## config.mk

```make
export PLATFORM = sky130hd
export DESIGN_NAME = mwd_detect
export DESIGN_NICKNAME = d
export VERILOG_FILES = /design/src/verilog/mwd_pkg.sv /design/src/verilog/mwd_detect.sv
export SDC_FILE = /design/constraint.sdc
export NUM_CORES = 1
export LEC_CHECK = 0
export BUFFER_PORTS_ARGS = -buffer_cell sky130_fd_sc_hd__buf_2
export CAP_MARGIN = 20
export CORE_ASPECT_RATIO = 1.1
export CORE_MARGIN = 5
export CORE_UTILIZATION = 51
export CTS_CLUSTER_SIZE = 25
export DETAILED_ROUTE_END_ITERATION = 6
export GPL_ROUTABILITY_DRIVEN = 0
export HOLD_SLACK_MARGIN = 0.15
export PLACE_DENSITY = 0.72
export SETUP_SLACK_MARGIN = 0.1
export SYNTH_ARGS = -nofsm -noshare
export SYNTH_HDL_FRONTEND = slang
export SYNTH_SLANG_ARGS = --single-unit
```

## constraint.sdc

```tcl
create_clock -name i_ref_clk -period 9.7 [get_ports i_ref_clk]
set_input_delay 0.485 -clock i_ref_clk [delete_from_list [all_inputs] [get_ports i_ref_clk]]
set_output_delay 0.485 -clock i_ref_clk [all_outputs]
set_load 0.05 [all_outputs]
```

## src/verilog/mwd_pkg.sv

```systemverilog
/*
 * Constants for the mechanical weakening detector: register indices, field
 * layouts, reset values, setting ranges and timing.
 * Assumes a 50 MHz clock and a word-wide AHB-Lite register window.
 */
package mwd_pkg;
   // Register indices; the byte address is four times the index
   localparam logic [11:0] IDX_WEAK_MODE = 12'h0468;
   localparam logic [11:0] IDX_WEAK_SPEED = 12'h0469;
   localparam logic [11:0] IDX_WEAK_TIME = 12'h046A;
   localparam logic [11:0] IDX_WEAK_HOURS = 12'h046B;
   localparam logic [11:0] IDX_TQ_SELECT = 12'h04A1;
   localparam logic [11:0] IDX_TQ_LEVEL = 12'h04A2;
   localparam logic [11:0] IDX_TQ_TIME = 12'h04A3;
   localparam logic [11:0] IDX_STATUS = 12'h0470;
   localparam logic [11:0] IDX_MASK = 12'h0471;
   localparam logic [11:0] IDX_CONTROL = 12'h0472;

   // Reset values
   localparam logic [3:0] RST_WEAK_MODE = 4'h0;
   localparam logic [15:0] RST_WEAK_SPEED = 16'h044C;
   localparam logic [15:0] RST_WEAK_TIME = 16'h0001;
   localparam logic [15:0] RST_WEAK_HOURS = 16'h0000;
   localparam logic [3:0] RST_TQ_SELECT = 4'h0;
   localparam logic [15:0] RST_TQ_LEVEL = 16'h0096;
   localparam logic [15:0] RST_TQ_TIME = 16'h0001;

   // Setting ranges
   localparam logic [3:0] MODE_MAX = 4'h8;
   localparam logic [3:0] MODE_LAST_ABOVE = 4'h4;
   localparam logic signed [16:0] SPEED_MAX = 17'sh0_044C;
   localparam logic [15:0] TIME_MAX = 16'h0064;
   localparam logic [15:0] TQ_LEVEL_MAX = 16'h012C;

   // Status, mask and control bits
   localparam int BIT_ALARM = 0;
   localparam int BIT_FAULT = 1;
   localparam int BIT_FAULT_RESET = 0;
   localparam int EVT_W = 2;

   // Time base: settings count in tenths of a second
   localparam longint CLK_PERIOD_NS = 20;
   localparam longint TENTH_NS = 100_000_000;
   localparam int TENTH_CYCLES = int'(TENTH_NS / CLK_PERIOD_NS);
   localparam int SUB_W = 23;
endpackage

```

## src/verilog/mwd_detect.sv

```systemverilog
/*
 * Mechanical weakening detector with its torque detection channel one and
 * an AHB-Lite register slave with sticky event status and interrupt.
 * Assumes speed, torque, run, speed-agree and operation hours come from
 * logic on i_ref_clk; speed and speed level in 0.1 % units, torque and its level in 1 % units.
 */
// Implementation choice: register access over AHB-Lite.
//Behaviour
//Mode 0 to 8, reset 0; mode 0 never raises alarm or fault.
//Modes 1,2: speed above level gives alarm only; 1 signed, 2 magnitude.
//Modes 3,4: speed above level gives fault, output off; 3 signed, 4 magnitude.
//Modes 5,6: speed below level gives alarm only; 5 signed, 6 magnitude.
//Modes 7,8: speed below level gives fault, output off; 7 signed, 8 magnitude.
//Magnitude modes compare against magnitude of a negative speed level.
//Speed level -110.0 to 110.0 % in 0.1 steps, reset 110.0 %.
//Raise only after condition persists for detection time, 0.0-10.0 s, default 0.1 s.
//Detection inactive until operation hours reach start time, 0-65535, default 0.
//Torque condition comes from torque channel one with its selection and time.
//Channel one reports only after torque beyond level lasts its time, default 0.1 s.
//Timer clears when condition drops; fault holds until a fault reset.
module mwd_detect #(
   parameter int P_TENTH_CYCLES = mwd_pkg::TENTH_CYCLES
) (
   input wire logic i_ref_clk,
   input wire logic i_rstn,
   input wire logic i_hsel,
   input wire logic [31:0] i_haddr,
   input wire logic [1:0] i_htrans,
   input wire logic i_hwrite,
   input wire logic [2:0] i_hsize,
   input wire logic [31:0] i_hwdata,
   input wire logic i_hready,
   output logic [31:0] o_hrdata,
   output logic o_hreadyout,
   output logic o_hresp,
   input wire logic signed [15:0] i_speed,
   input wire logic signed [15:0] i_torque,
   input wire logic i_run,
   input wire logic i_speed_agree,
   input wire logic [15:0] i_operation_hours,
   output logic o_overtorque_detect_one,
   output logic o_weak_alarm,
   output logic o_weak_fault,
   output logic o_drive_stop,
   output logic o_irq
);
   localparam logic [mwd_pkg::SUB_W-1:0] SUB_LAST = (mwd_pkg::SUB_W)'(P_TENTH_CYCLES - 1);

   typedef struct packed {
      logic [3:0] mode;
      logic [15:0] speed_level;
      logic [15:0] detect_time;
      logic [15:0] start_hours;
      logic [3:0] tq_select;
      logic [15:0] tq_level;
      logic [15:0] tq_time;
      logic [mwd_pkg::EVT_W-1:0] status;
      logic [mwd_pkg::EVT_W-1:0] mask;
      logic fault;
      logic alarm;
      logic tq_det;
      logic [mwd_pkg::SUB_W-1:0] tq_sub;
      logic [15:0] tq_cnt;
      logic [mwd_pkg::SUB_W-1:0] wk_sub;
      logic [15:0] wk_cnt;
      logic wr_pend;
      logic rd_wait;
      logic [11:0] idx;
      logic mapped;
      logic [31:0] rdata;
   } mwd_state_t;

   mwd_state_t st;
   mwd_state_t next_st;

   // Register selected by the index latched in the address phase
   typedef enum logic [3:0] {
      MWD_REG_NONE = 4'h0,
      MWD_REG_MODE = 4'h1,
      MWD_REG_SPEED = 4'h2,
      MWD_REG_TIME = 4'h3,
      MWD_REG_HOURS = 4'h4,
      MWD_REG_TQ_SELECT = 4'h5,
      MWD_REG_TQ_LEVEL = 4'h6,
      MWD_REG_TQ_TIME = 4'h7,
      MWD_REG_STATUS = 4'h8,
      MWD_REG_MASK = 4'h9,
      MWD_REG_CONTROL = 4'hA
   } mwd_reg_t;

   // One decode for the write and read paths, so both always see the same map
   function automatic mwd_reg_t mwd_decode(input logic mapped, input logic [11:0] idx);
      mwd_reg_t r;
      r = MWD_REG_NONE;
      if (!mapped) begin
         r = MWD_REG_NONE;
      end else if (idx == mwd_pkg::IDX_WEAK_MODE) begin
         r = MWD_REG_MODE;
      end else if (idx == mwd_pkg::IDX_WEAK_SPEED) begin
         r = MWD_REG_SPEED;
      end else if (idx == mwd_pkg::IDX_WEAK_TIME) begin
         r = MWD_REG_TIME;
      end else if (idx == mwd_pkg::IDX_WEAK_HOURS) begin
         r = MWD_REG_HOURS;
      end else if (idx == mwd_pkg::IDX_TQ_SELECT) begin
         r = MWD_REG_TQ_SELECT;
      end else if (idx == mwd_pkg::IDX_TQ_LEVEL) begin
         r = MWD_REG_TQ_LEVEL;
      end else if (idx == mwd_pkg::IDX_TQ_TIME) begin
         r = MWD_REG_TQ_TIME;
      end else if (idx == mwd_pkg::IDX_STATUS) begin
         r = MWD_REG_STATUS;
      end else if (idx == mwd_pkg::IDX_MASK) begin
         r = MWD_REG_MASK;
      end else if (idx == mwd_pkg::IDX_CONTROL) begin
         r = MWD_REG_CONTROL;
      end
      return r;
   endfunction

   function automatic logic [16:0] mwd_abs(input logic signed [15:0] v);
      logic signed [16:0] w;
      w = 17'(v);
      return (w < 0) ? 17'(-w) : 17'(w);
   endfunction

   // Persistence timer: counts whole tenths while the condition holds
   function automatic logic [mwd_pkg::SUB_W+15:0] mwd_timer(input logic cond,
         input logic [mwd_pkg::SUB_W-1:0] sub, input logic [15:0] cnt);
      logic [mwd_pkg::SUB_W-1:0] s;
      logic [15:0] c;
      s = '0;
      c = '0;
      if (cond) begin
         s = sub + 1'b1;
         c = cnt;
         if (sub == SUB_LAST) begin
            s = '0;
            if (cnt != 16'hFFFF) begin
               c = cnt + 16'h0001;
            end
         end
      end
      return {s, c};
   endfunction

   logic [16:0] abs_speed;
   logic [16:0] abs_level;
   logic [16:0] abs_torque;
   logic signed [16:0] wdata_s;
   logic tq_cond;
   logic speed_cond;
   logic weak_cond;
   logic fire;
   logic fault_mode;
   logic [mwd_pkg::EVT_W-1:0] evt;
   logic addr_ok;
   mwd_reg_t reg_sel;

   always_comb begin
      abs_speed = mwd_abs(i_speed);
      abs_level = mwd_abs(st.speed_level);
      abs_torque = mwd_abs(i_torque);
      wdata_s = 17'(signed'(i_hwdata[15:0]));
      // Channel one: odd selections only while at speed, even ones whole run
      tq_cond = 1'b0;
      if (st.tq_select != 4'h0 && i_run && (i_speed_agree || !st.tq_select[0])) begin
         if (st.tq_select <= mwd_pkg::MODE_LAST_ABOVE) begin
            tq_cond = abs_torque > 17'(st.tq_level);
         end else begin
            tq_cond = abs_torque < 17'(st.tq_level);
         end
      end
      // Odd modes compare signed, even modes magnitudes
      speed_cond = 1'b0;
      if (st.mode[0]) begin
         if (st.mode <= mwd_pkg::MODE_LAST_ABOVE) begin
            speed_cond = $signed(i_speed) > $signed(st.speed_level);
         end else begin
            speed_cond = $signed(i_speed) < $signed(st.speed_level);
         end
      end else begin
         if (st.mode <= mwd_pkg::MODE_LAST_ABOVE) begin
            speed_cond = abs_speed > abs_level;
         end else begin
            speed_cond = abs_speed < abs_level;
         end
      end
      weak_cond = (st.mode != 4'h0) && speed_cond && st.tq_det
         && (i_operation_hours >= st.start_hours);
      fire = weak_cond && (st.wk_cnt >= st.detect_time);
      fault_mode = (st.mode == 4'h3) || (st.mode == 4'h4) || (st.mode >= 4'h7);
      evt = '0;
      evt[mwd_pkg::BIT_ALARM] = fire && !fault_mode;
      evt[mwd_pkg::BIT_FAULT] = fire && fault_mode;
      addr_ok = (i_haddr[31:14] == 18'h0_0000);
      reg_sel = mwd_decode(st.mapped, st.idx);
   end

   always_comb begin
      next_st = st;
      // Torque channel one persistence
      {next_st.tq_sub, next_st.tq_cnt} = mwd_timer(tq_cond, st.tq_sub, st.tq_cnt);
      next_st.tq_det = tq_cond && (next_st.tq_cnt >= st.tq_time);
      // Dropout of the condition restarts the wait
      {next_st.wk_sub, next_st.wk_cnt} = mwd_timer(weak_cond, st.wk_sub, st.wk_cnt);
      next_st.alarm = evt[mwd_pkg::BIT_ALARM];
      next_st.rd_wait = 1'b0;
      next_st.wr_pend = 1'b0;
      // Register write in the data phase
      if (st.wr_pend) begin
         if (reg_sel == MWD_REG_MODE) begin
            if (i_hwdata[15:0] <= 16'(mwd_pkg::MODE_MAX)) begin
               next_st.mode = i_hwdata[3:0];
            end
         end else if (reg_sel == MWD_REG_SPEED) begin
            if (wdata_s <= mwd_pkg::SPEED_MAX && wdata_s >= -mwd_pkg::SPEED_MAX) begin
               next_st.speed_level = i_hwdata[15:0];
            end
         end else if (reg_sel == MWD_REG_TIME) begin
            if (i_hwdata[15:0] <= mwd_pkg::TIME_MAX) begin
               next_st.detect_time = i_hwdata[15:0];
            end
         end else if (reg_sel == MWD_REG_HOURS) begin
            next_st.start_hours = i_hwdata[15:0];
         end else if (reg_sel == MWD_REG_TQ_SELECT) begin
            if (i_hwdata[15:0] <= 16'(mwd_pkg::MODE_MAX)) begin
               next_st.tq_select = i_hwdata[3:0];
            end
         end else if (reg_sel == MWD_REG_TQ_LEVEL) begin
            if (i_hwdata[15:0] <= mwd_pkg::TQ_LEVEL_MAX) begin
               next_st.tq_level = i_hwdata[15:0];
            end
         end else if (reg_sel == MWD_REG_TQ_TIME) begin
            if (i_hwdata[15:0] <= mwd_pkg::TIME_MAX) begin
               next_st.tq_time = i_hwdata[15:0];
            end
         end else if (reg_sel == MWD_REG_STATUS) begin
            next_st.status = st.status & ~i_hwdata[mwd_pkg::EVT_W-1:0];
         end else if (reg_sel == MWD_REG_MASK) begin
            next_st.mask = i_hwdata[mwd_pkg::EVT_W-1:0];
         end else if (reg_sel == MWD_REG_CONTROL) begin
            if (i_hwdata[mwd_pkg::BIT_FAULT_RESET]) begin
               next_st.fault = 1'b0;
            end
         end
      end
      // Events win over a clear in the same cycle
      next_st.status = next_st.status | evt;
      if (evt[mwd_pkg::BIT_FAULT]) begin
         next_st.fault = 1'b1;
      end
      // Reads take one wait state so a write just before is already visible
      if (st.rd_wait) begin
         next_st.rdata = '0;
         if (reg_sel == MWD_REG_MODE) begin
            next_st.rdata = 32'(st.mode);
         end else if (reg_sel == MWD_REG_SPEED) begin
            next_st.rdata = {16'h0000, st.speed_level};
         end else if (reg_sel == MWD_REG_TIME) begin
            next_st.rdata = {16'h0000, st.detect_time};
         end else if (reg_sel == MWD_REG_HOURS) begin
            next_st.rdata = {16'h0000, st.start_hours};
         end else if (reg_sel == MWD_REG_TQ_SELECT) begin
            next_st.rdata = 32'(st.tq_select);
         end else if (reg_sel == MWD_REG_TQ_LEVEL) begin
            next_st.rdata = {16'h0000, st.tq_level};
         end else if (reg_sel == MWD_REG_TQ_TIME) begin
            next_st.rdata = {16'h0000, st.tq_time};
         end else if (reg_sel == MWD_REG_STATUS) begin
            next_st.rdata = 32'(st.status);
         end else if (reg_sel == MWD_REG_MASK) begin
            next_st.rdata = 32'(st.mask);
         end
      end
      // Address phase
      if (i_hsel && i_htrans[1] && i_hready) begin
         next_st.idx = i_haddr[13:2];
         next_st.mapped = addr_ok;
         next_st.wr_pend = i_hwrite;
         next_st.rd_wait = !i_hwrite;
      end
   end

   always_ff @(posedge i_ref_clk or negedge i_rstn) begin
      if (!i_rstn) begin
         st <= '0;
         st.mode <= mwd_pkg::RST_WEAK_MODE;
         st.speed_level <= mwd_pkg::RST_WEAK_SPEED;
         st.detect_time <= mwd_pkg::RST_WEAK_TIME;
         st.start_hours <= mwd_pkg::RST_WEAK_HOURS;
         st.tq_select <= mwd_pkg::RST_TQ_SELECT;
         st.tq_level <= mwd_pkg::RST_TQ_LEVEL;
         st.tq_time <= mwd_pkg::RST_TQ_TIME;
      end else begin
         st <= next_st;
      end
   end

   assign o_hrdata = st.rdata;
   assign o_hreadyout = !st.rd_wait;
   assign o_hresp = 1'b0;
   assign o_overtorque_detect_one = st.tq_det;
   assign o_weak_alarm = st.alarm;
   assign o_weak_fault = st.fault;
   assign o_drive_stop = st.fault;
   assign o_irq = |(st.status & st.mask);
endmodule

```

# == Word-level counts from Yosys, hierarchy flattened ==
# Cells that the tools add are included.
# Widths: inputs -> output; s select.
# op_classes
n_addsub,7
mul,0
n_div,0
order_cmp,20
eq_ne,37
shift,0
n_mux,54
n_bitwise,12
reduce_logical,36
# ops
operator,count
$mux 16,13
$eq 12x11->1 const B,10
$mux 23,4
$mux 17,3
$neg 16->17,3
$ge 16x16->1,3
$lt 16x1->1 const B,3
$add 23x1->23 const B,2
$eq 23x23->1 const B,2
$mux 4,11
$mux 5,8
$add 16x1->16 const B,2
$ne 16x16->1 const B,2
$eq 4x3->1 const B,5
$logic_not 18->1,1
$ne 2x2->1 const B,9
$gt 17x16->1,1
$gt 17x17->1,1
$lt 17x16->1,1
$lt 17x17->1,1
$ge 16x12->1 const B,1
$gt 16x16->1,1
$le 16x12->1 const B,1
$le 16x4->1 const B,1
32 further kinds,77
# totals
regBits,220
latch_bits,0
mem_bits_rw,0
mem_bits_ro,0
output_inout_bits,39
memories,0

# == Longest topological paths before layout ==
# Gate-level depths: netlist of run 1.
# depth
word_depth,25
ltp_mapped,24
ltp_nobuf,23

# == Worst setup path before layout of run 1 ==
# Ideal clock, no wire load.
# synth_timing
kind,in2reg
startpoint,input port i_torque[0]
endpoint,register st (netlist bit o_overtorque_detect_one)
setup_ns,0.137
arrival_ns,4.564
required_ns,9.563
path_slack_ns,5.000
cell_stages,23
path_buffers,1
path_cell_list,inv_1 > ha_1 > nand2_1 > or3_1 > or3_1 > o31ai_1 > xnor2_1 > ha_1 > a21o_1 > a21o_1 > a21oi_1 > o21ai_0 > a211oi_1 > clkbuf_1 > nor2_1 > ha_1 > a21o_1 > a21o_1 > a21o_1 > a21oi_1 > nor2_1 > a211oi_1 > a21oi_1
# synth_rtl
item,line_no,source
from (decl),mwd_detect.sv:37,"input wire logic signed [15:0] i_torque,"
to (signal assigned),mwd_detect.sv:296,st <= next_st;
to (decl),mwd_detect.sv:73,mwd_state_t st;

==> flow_summary_export.csv, run 1 <==
group,metric,value,unit
logic_synthesis,ys_seq_elements,204,
die,num_io_pins,163,
drt,viasPerCell,5.72,
logic_synthesis,synth_edf_count,0,
drt,routedWlPerCell,17.6,microns
timing,hold_viol_final,0,
die,die_h,178,microns
logic_synthesis,synth_top_cell_by_area,"dfrtp_1",
placed_design,place_worst_setup_slack,4260,ps
global_routing,globalRoute.totalOverflow,0,
status,status,"completed",
clock_tree,cts.sinks,204,
critical_path,critPathBufInv,3,
die,initial_utilization,51.8,%
logic_synthesis,ys.flop_type,"dfrtp_1",
finish,syn_to_final_growth,13.6,%
worst_hold_path,holdPathStages,2,
flow_run,cap_violations,0,
timing,max_clock_freq,203,MHz
timing,period_minus_slack,4920,ps
clock_tree,ctsResizeCount,0,
global_routing,grt_max_degree,128,
worst_hold_path,hp-class,"input pin to flop",
clock_tree,htreeDepth,1,
drt,drc,0,
placed_design,io_buffers,123,
critical_path,cpMostUsedCell,"a21o_1",
logic_synthesis,yosysSeqAreaShare,39.1,%
logic_synthesis,ys_top_cells_by_count,"dfrtp_1 (194), nor2_1 (126), nand2_1 (115), ha_1 (103), inv_1 (100)",
finish,nNetsFinal,1738,
die,coreArea,0.0253,sq mm
timing,finalMaxSlewViolations,0,
critical_path,crit_start,"i_torque[0]",
logic_synthesis,synthTopCellsByArea,"dfrtp_1 (37%), ha_1 (9.8%), xnor2_1 (4.5%), nor2_1 (3.6%), nand2_1 (3.3%)",
drt,drtPass1Iterations,5,
timing,tightest_slew,1030,ps
global_routing,antenna_found_initial,0,
drt,via_count,10718,
clock_tree,tritoncts,"done",
critical_path,arrival,5300,ps
global_routing,grt_usage,22.9,%
timing,min_period_over_period,50.8,%
drt,dr.first_iter.drc_count,793,
critical_path,cp-end-kind,"flop",
power,peakVddDrop,153,uV
clock_tree,clock_latency,520,ps
logic_synthesis,synth_top_area_share,37.1,%
critical_path,slowest_delay,370,ps
clock_tree,clock_path_buffers,3,
timing,setup_viol,0,
clock_tree,clk_pin_slew,60,ps
global_routing,grt_pass1_wl,54.4,mm
logic_synthesis,yosysMostFrequentCell,"dfrtp_1",
logic_synthesis,syn_inst,1412,
die,die_x,163,microns
global_routing,grt_pass1_vias,10751,
logic_synthesis,async_flop_share,100,%
power,p_leak,0.00683,uW
critical_path,reg2regPathDepth,12,
critical_path,start_kind,"input pin",
drt,drt_wl_total,33.1,mm
critical_path,critPathSlowestCell,"or3_1",
drt,ant_nets,0,
finish,n_antenna_cell,0,
timing,relSlewSlack,30.8,%
logic_synthesis,yosys_warnings,0,
timing,rsz0062_at_grt,"no",
die,die_area,0.0290,sq mm
timing,setup_tns,0,ps
clock_tree,cts-root-buf,"clkbuf_16",
logic_synthesis,netlist_area,0.0131,sq mm
placed_design,hpwlAfterDp,25.0,mm
logic_synthesis,yosys.cell_types.count,73,
critical_path,worst-path-max-fanout,41,
power,p_per_area,149,mW/mm^2
timing,worst_slack,4780,ps
logic_synthesis,syn_area_per_cell,9.27,sq um
critical_path,cp_top_family,"compound AO/OA/AOI/OAI gates",
finish,fillCellCount,2169,
critical_path,cp.depth,25,
timing,finalClockSkew,13.6,ps
critical_path,worstReg2RegStart,"st[208]",
die,rows,61,
critical_path,critical_path_class,"input pin to flop",
worst_hold_path,hp-start,"i_haddr[10]",
finish,layout-drive-gt1-share,16.6,%
clock_tree,cts_buffers,24,
critical_path,required,10070,ps
clock_tree,cts_setup_buffers,0,
-- registers in the layout, summed over array words and instances, names as in the netlist --
| register | flops |
|---|---|
| o_drive_stop | 1 |
| o_weak_alarm | 1 |
| st | 185 |
| o_hrdata | 16 |
| o_overtorque_detect_one | 1 |
-- what timing repair did --
action / 4_1_cts / 5_1_grt
hold buffers: 1 / 1
endpoints found under the hold margin: 1 / 38
endpoints found under the setup margin: 0 / 0
-- metrics by stage --
| step | hold WS, ps | std cells | total power [uW] | area, sq um | util, % |
|---|---|---|---|---|---|
| global route | 212 | 1875 | 2300 | 14900 | 58.8 |
| finish | 205 | 1875 | 2220 | 14900 | 58.8 |
| global placement | 466 | 1826 | 1160 | 13800 | 54.8 |
| CTS | 175 | 1871 | 2230 | 14800 | 58.5 |
| floorplan | 189 | 1429 | 1090 | 13200 | - |
| detailed placement | 477 | 1826 | 1170 | 13800 | 54.8 |
-- cell usage in the layout, fill, tap and decap left out, types with 40 or more instances in the layout --
cell and count:
dfrtp_1 194, nor2_1 126, buf_2 122, nand2_1 115, ha_1 103, inv_1 100
o21ai_0 72, xnor2_1 67, a21oi_1 50, nand3_1 41, nor3_1 40
-- final cells by class --
type	count	area (sq um)	area share, %
clock buffers	27	643	4.33
clock inverters	17	292	1.96
inverters	101	379	2.55
multi-input cells	1043	7220	48.6
flip-flops and latches	204	5120	34.4
well taps	346	433	2.91
repair buffers	137	774	5.21
-- power by group --
| group | total [uW] | internal [uW] | leakage (uW) | switching [uW] |
|---|---|---|---|---|
| logic | 256 | 91.7 | 0.00392 | 164 |
| clock network | 1060 | 690 | 0.000462 | 368 |
| registers | 903 | 875 | 0.00246 | 28.8 |
| total | 2220 | 1660 | 0.00683 | 561 |
-- kinds of logic (layout without fill, tap and decap cells) --
kind of cell / after synthesis / after routing / share of synthesized area [%]
AOI/OAI and AO/OA: 273 / 273 / 13.8
DFF: 204 / 204 / 39.1
xor gates and xnor gates: 106 / 106 / 7.09
other: 2 / 19 / 0.0574
adders and majority gates: 103 / 103 / 9.85
muxes: 54 / 54 / 4.53
buffers and inverters: 182 / 282 / 6.41
and+or+nand+nor: 488 / 488 / 19.2
-- final timing paths --
| path | slack (ps) | endpoint |
|---|---|---|
| min reg2reg | 490 | o_hrdata[9] |
| max reg2reg | 5570 | st[68] |
| min in group asynchronous | 470 | st[211] |
| max | 4780 | o_overtorque_detect_one |
| min | 210 | st[41] |
| max in group asynchronous | 8170 | st[155] |
-- layer usage --
layer / track usage (%) / up-vias / wire (microns)
met5: 0 / - / 0
met4: 8.60 / 0 / 1370
met3: 3.51 / 69 / 1920
met2: 38.4 / 337 / 15700
met1: 30.1 / 5113 / 14100
li1: - / 5199 / -
Power figures use the tool's default switching activity.
==> run 2, diff against run 1 <==
- ABC_AREA: unset -> 1
- PLACE_DENSITY: 0.72 -> 0.74
- clock period: 9.7 -> 4.4 ns (I/O delays scaled with it)
==> run 2 against run 1 <==
Clock power grew 94%. Clock-buffer cell count up 2. Total power increased by 100%. Synthesized cell count grew 32%. Global-route usage increased by 1.0 points. Wire length is 14% higher. Largest cell class unchanged. Critical endpoint unchanged. Sequential share of layout area shrank 2.9 points. Non-clock buffer count is 30 higher. Utilization shrank 0.17 points.
==> flow_summary_export.csv, run 2 <==
group,metric,value,unit
status,status,"completed",
drt,routedWlPerCell,15.8,microns
logic_synthesis,yosysSeqAreaShare,36.1,%
die,die_x,169,microns
finish,fin_util,58.7,%
logic_synthesis,yosysMostFrequentCell,"nand2_1",
flow_run,cap_violations,0,
finish,nNetsFinal,2231,
logic_synthesis,yosys_warnings,0,
timing,tightest_slew,858,ps
critical_path,cpMostUsedCell,"inv_1",
timing,max_clock_freq,259,MHz
timing,rsz0062_at_grt,"yes",
placed_design,hpwlAfterDp,28.9,mm
critical_path,arrival,4240,ps
clock_tree,cts_buffers,23,
drt,drc,0,
critical_path,worst-path-max-fanout,6,
global_routing,globalRoute.totalOverflow,0,
drt,via_count,12932,
global_routing,grt_pass1_wl,62.0,mm
critical_path,start_kind,"input pin",
placed_design,io_buffers,123,
drt,drt_wl_total,37.7,mm
drt,viasPerCell,5.43,
logic_synthesis,ys.flop_type,"dfrtp_1",
timing,finalMaxSlewViolations,0,
clock_tree,clock_latency,510,ps
clock_tree,tritoncts,"done",
global_routing,antenna_found_initial,0,
finish,layout_common_cells,"nand2_1 (365), inv_1 (260), dfrtp_1 (194)",
logic_synthesis,synth_top_area_share,34.3,%
critical_path,critical_path_class,"input pin to flop",
critical_path,critPathSlowestCell,"a2111oi_2",
timing,period_minus_slack,3860,ps
timing,finalClockSkew,11.7,ps
clock_tree,clk_pin_slew,60,ps
logic_synthesis,ys_seq_elements,204,
finish,n_antenna_cell,0,
logic_synthesis,synth_edf_count,0,
logic_synthesis,yosys.cell_types.count,63,
die,initial_utilization,51.3,%
critical_path,cp_top_family,"compound AO/OA/AOI/OAI gates",
clock_tree,cts-root-buf,"clkbuf_16",
drt,dr.first_iter.drc_count,1091,
power,p_leak,0.00813,uW
die,die_h,185,microns
worst_hold_path,hp-class,"input pin to flop",
logic_synthesis,ys_top_cells_by_count,"nand2_1 (366), inv_1 (260), nor2_1 (198), dfrtp_1 (194), ha_1 (103)",
timing,min_period_over_period,87.8,%
logic_synthesis,syn_inst,1861,
critical_path,cp-end-kind,"flop",
timing,worst_slack,538,ps
clock_tree,clock_path_buffers,3,
global_routing,grt_usage,23.9,%
finish,layout-drive-gt1-share,14.5,%
finish,final_common_cell,"nand2_1",
finish,syn_to_final_growth,14.4,%
placed_design,place_worst_setup_slack,-457,ps
finish,top_register,"st",
timing,hold_viol_final,0,
finish,largest_register_ffs,185,
logic_synthesis,synthTopCellsByArea,"dfrtp_1 (34%), nand2_1 (9.7%), ha_1 (9.1%), inv_1 (6.9%), nor2_1 (5.2%)",
critical_path,required,4780,ps
critical_path,critPathBufInv,8,
critical_path,slowest_delay,440,ps
power,p_per_area,274,mW/mm^2
logic_synthesis,synth_top_cell_by_area,"dfrtp_1",
power,peakVddDrop,242,uV
timing,relSlewSlack,42.8,%
clock_tree,htreeDepth,1,
drt,drtPass1Iterations,6,
die,die_area,0.0312,sq mm
die,num_io_pins,163,
drt,ant_nets,0,
logic_synthesis,syn_area_per_cell,7.61,sq um
die,coreArea,0.0276,sq mm
timing,setup_viol,0,
global_routing,grt_pass1_vias,12576,
logic_synthesis,netlist_area,0.0142,sq mm
logic_synthesis,async_flop_share,100,%
global_routing,grt_max_degree,105,
die,rows,64,
clock_tree,cts.sinks,204,
==> run 2: report_power, final <==
| group | switching, uW | leakage (uW) | internal (uW) |
|---|---|---|---|
| combinational | 298 | 0.00506 | 154 |
| clock | 790 | 0.000405 | 1270 |
| sequential | 21.4 | 0.00267 | 1900 |
| total | 1110 | 0.00813 | 3330 |
==> run 2: per-stage QoR <==
| stage | power, uW | cell area (sq um) | TNS (ps) | cells | hold WS [ps] |
|---|---|---|---|---|---|
| 3_5_place_dp | 2380 | 15000 | -457 | 2316 | 389 |
| 5_1_grt | 4620 | 16200 | 0 | 2383 | 210 |
| 4_1_cts | 4470 | 16100 | 0 | 2382 | 183 |
| 3_3_place_gp | 2370 | 15000 | -168 | 2316 | 380 |
| 2_1_floorplan | 2220 | 14200 | 0 | 1878 | -75.6 |
| 6_report | 4430 | 16200 | 0 | 2383 | 201 |
==> run 2: final timing paths <==
check | slack (ps) | cells after the start | startpoint | to
worst min-delay path | 200 | 3 | i_hwdata[6] | st[206]
worst max register to register | 570 | 19 | st[204] | st[54]
worst max-delay path | 540 | 31 | i_torque[0] | o_overtorque_detect_one
worst min register to register | 460 | 1 | st[102] | st[102]
min in group asynchronous | 390 | 2 | i_rstn | o_hrdata[8]
max in group asynchronous | 2980 | 3 | i_rstn | st[103]
==> run 2: logic make-up (layout without fill, tap and decap cells) <==
family	count (synthesis)	count (layout)	share of synthesized area, %
AOI/OAI and AO/OA	284	284	11.5
xor gates and xnor gates	91	91	5.63
adders and majority gates	103	103	9.10
buffers and inverters	345	487	10.4
DFF	204	204	36.1
muxes	5	5	0.389
other	2	19	0.0530
and+or+nand+nor	827	827	26.8
==> run 2: area by class of cell <==
type / count / area (sq um)
Tap cell: 363 / 454
Inverter: 279 / 1050
Timing Repair Buffer: 167 / 1040
Multi-Input combinational cell: 1329 / 7730
Fill cell: 2531 / 11400
Clock inverter: 12 / 166
Clock buffer: 29 / 648
Sequential cell: 204 / 5120
==> run 2: timing repair <==
| action | 4_1_cts | 5_1_grt |
|---|---|---|
| pin swaps | 0 | 9 |
| hold buffers | 25 | 0 |
| hold endpoints to repair | 133 | 0 |
| buffers inserted | 0 | 1 |
| setup endpoints to repair | 1 | 28 |
| gates resized for setup | 1 | 25 |
==> run 2: worst reg2reg max path: stages, from the launching register on <==
cell,delay (ps)
dfrtp_1,440
nor2_1,220
nand3_1,150
nor4_2,350
nand4_1,190
or4_1,460
ha_1,290
nand2_1,150
o21ai_0,120
a21oi_1,220
nand4_1,160
nand3_1,140
nand2_1,50
inv_1,70
nand3_2,120
buf_6,200
nor2_1,90
buf_4,210
nand2_1,70
nand2_1,80
==> run 2: routing by layer <==
metal | track usage, % | up-vias | part of all wire (%)
met1 | 31.6 | 6068 | 42
met5 | 0 | - | 0
li1 | - | 6353 | -
met4 | 8.44 | 0 | 3.9
met2 | 40.3 | 420 | 47
met3 | 3.31 | 91 | 6.5
==> run 3, diff against run 2 <==
- REMOVE_ABC_BUFFERS: unset -> 1
==> run 3 against run 2 <==
The run now ends with DRC left. Clock power is 2% lower. Design area is 0.52% lower. Flip-flop and latch count stayed put. Die area stayed put. Critical path depth is 11 lower. Non-clock buffer count is 2 lower. Utilization is 0.30 points lower. Fmax is 3.7% lower. Largest power group unchanged. Highest routed layer unchanged.
==> flow_summary_export.csv, run 3 (synthesized netlist as in run 2, its figures left out) <==
group,metric,value,unit
critical_path,crit_start,"st[204]",
timing,worst_slack,390,ps
status,violations,"DRC",
timing,relSlewSlack,41.7,%
finish,fin_util,58.4,%
timing,finalMaxSlewViolations,0,
power,power_frac_seq,43.9,%
critical_path,arrival,4470,ps
global_routing,met1_usage,29.7,%
finish,largest_register_ffs,185,
clock_tree,clock_path_buffers,3,
die,num_io_pins,163,
critical_path,worstReg2RegStart,"st[204]",
die,initial_utilization,51.3,%
clock_tree,cts_buffers,24,
global_routing,use_met2,39.9,%
power,p_leak,0.00811,uW
die,die_x,169,microns
finish,layout-drive-gt1-share,13.8,%
critical_path,reg2regPathDepth,20,
power,p_sw,1100,uW
global_routing,grt_usage,23.4,%
global_routing,grt_util_met3,3.24,%
timing,period_minus_slack,4010,ps
global_routing,grt-busiest-layer,"met2",
die,die_h,185,microns
drt,drt_wl_total,37.1,mm
clock_tree,clk_pin_slew,60,ps
drt,drc,2,
power,p_per_area,271,mW/mm^2
timing,finalClockSkew,18.9,ps
critical_path,worst-path-max-fanout,16,
flow_run,cap_violations,0,
finish,multi_input_area,0.00768,sq mm
drt,via_count,12879,
placed_design,hpwlAfterDp,28.3,mm
drt,viasPerCell,5.40,
global_routing,globalRoute.totalOverflow,0,
timing,max_clock_freq,249,MHz
critical_path,start_kind,"flop",
clock_tree,htreeDepth,1,
status,status,"finished with violations",
power,peakVddDrop,349,uV
drt,drtPass1Iterations,7,
power,p_comb_share,10.2,%
finish,ff_latch_area,0.00512,sq mm
global_routing,grt_pass1_vias,12526,
die,coreArea,0.0276,sq mm
global_routing,grt_max_degree,119,
clock_tree,cts-root-buf,"clkbuf_16",
power,power_frac_clock,45.9,%
clock_tree,clock_latency,520,ps
timing,min_period_over_period,91.1,%
worst_hold_path,holdPathStages,3,
finish,layout_common_cells,"nand2_1 (366), inv_1 (260), nor2_1 (194), dfrtp_1 (194), buf_2 (122)",
placed_design,io_buffers,123,
finish,syn_to_final_growth,13.8,%
critical_path,required,4860,ps
timing,tightest_slew,863,ps
die,rows,64,
timing,hold_viol_final,0,
worst_hold_path,hp-class,"input pin to flop",
die,die_area,0.0312,sq mm
finish,fillCellCount,2514,
timing,setup_viol,0,
clock_tree,cts.sinks,204,
global_routing,grt_pass1_wl,60.6,mm
drt,ant_nets,0,
clock_tree,tritoncts,"done",
drt,dr.first_iter.drc_count,942,
power,p_sw_share,25.2,%
critical_path,cp-endpoint,"st[55]",
placed_design,place_worst_setup_slack,-327,ps
critical_path,critical_path_class,"flop to flop",
drt,routedWlPerCell,15.6,microns
global_routing,antenna_found_initial,1,
finish,top_register,"st",
finish,nNetsFinal,2230,
critical_path,r2r_slack,390,ps
worst_hold_path,hp-start,"i_hwdata[6]",
critical_path,r2r_end,"st[55]",
critical_path,cp-end-kind,"flop",
power,power.internal,3270,uW
finish,final_common_cell,"nand2_1",
timing,rsz0062_at_grt,"no",
-- run 3: layout make-up --
class / instances / share of cell area, %
antenna: 1 / 0.0155
clock buffer: 32 / 4.29
clock inverter: 10 / 0.644
inverter: 279 / 6.53
multi-input combinational: 1329 / 47.6
sequential: 204 / 31.7
tap: 363 / 2.82
timing repair buffer: 165 / 6.32
-- run 3: worst min path at each step --
| stage | end | slack [ps] |
|---|---|---|
| finish | st[206] | 180 |
| global route | st[206] | 210 |
| CTS | st[206] | 160 |
| detailed placement | st[214] | 330 |
| global placement | st[213] | 320 |
| floorplan | o_drive_stop | -80 |
-- run 3: metal layers --
metal	up-vias	wire [microns]
li1	6353	-
met1	5991	15500
met2	420	17600
met3	115	2030
met4	0	1930
met5	-	0
-- run 3: through the flow --
stage | cell area (sq um) | power, uW | std cells | hold WS, ps | TNS [ps]
2_1_floorplan | 13800 | 2200 | 1812 | -75.6 | 0
5_1_grt | 16100 | 4540 | 2383 | 209 | 0
6_report | 16100 | 4370 | 2383 | 183 | 0
4_1_cts | 16100 | 4400 | 2382 | 161 | 0
3_3_place_gp | 15000 | 2360 | 2313 | 323 | -121
3_5_place_dp | 15000 | 2370 | 2313 | 325 | -327
-- run 3: critical path, stage by stage, from the launching register on --
cell and delay, ps:
dfrtp_1 420, nor2_1 190, nand3_1 120, nor4_1 430, nand4_1 210, or4_1 490, ha_1 300, nand2_1 90
nor3_1 260, nand4_1 140, nand3_1 110, nand2_1 60, nand3_1 70, nand2_1 50, inv_1 60, nand3_1 210
buf_4 290, nor2_1 100, buf_4 210, nand2_1 70, nand2_1 60
-- run 3: power groups by stage --
stage,sequential [uW],combinational [uW],clock [uW]
6_report,1920,447,2010
3_3_place_gp,1950,410,0
4_1_cts,1920,442,2040
3_5_place_dp,1950,422,0
2_1_floorplan,1950,255,0
5_1_grt,1920,502,2120
-- run 3: what timing repair did --
action,CTS,global route
hold buffers,27,0
setup buffers,0,0
hold endpoints to repair,122,0
endpoints found under the setup margin,0,1
resized for setup,0,13
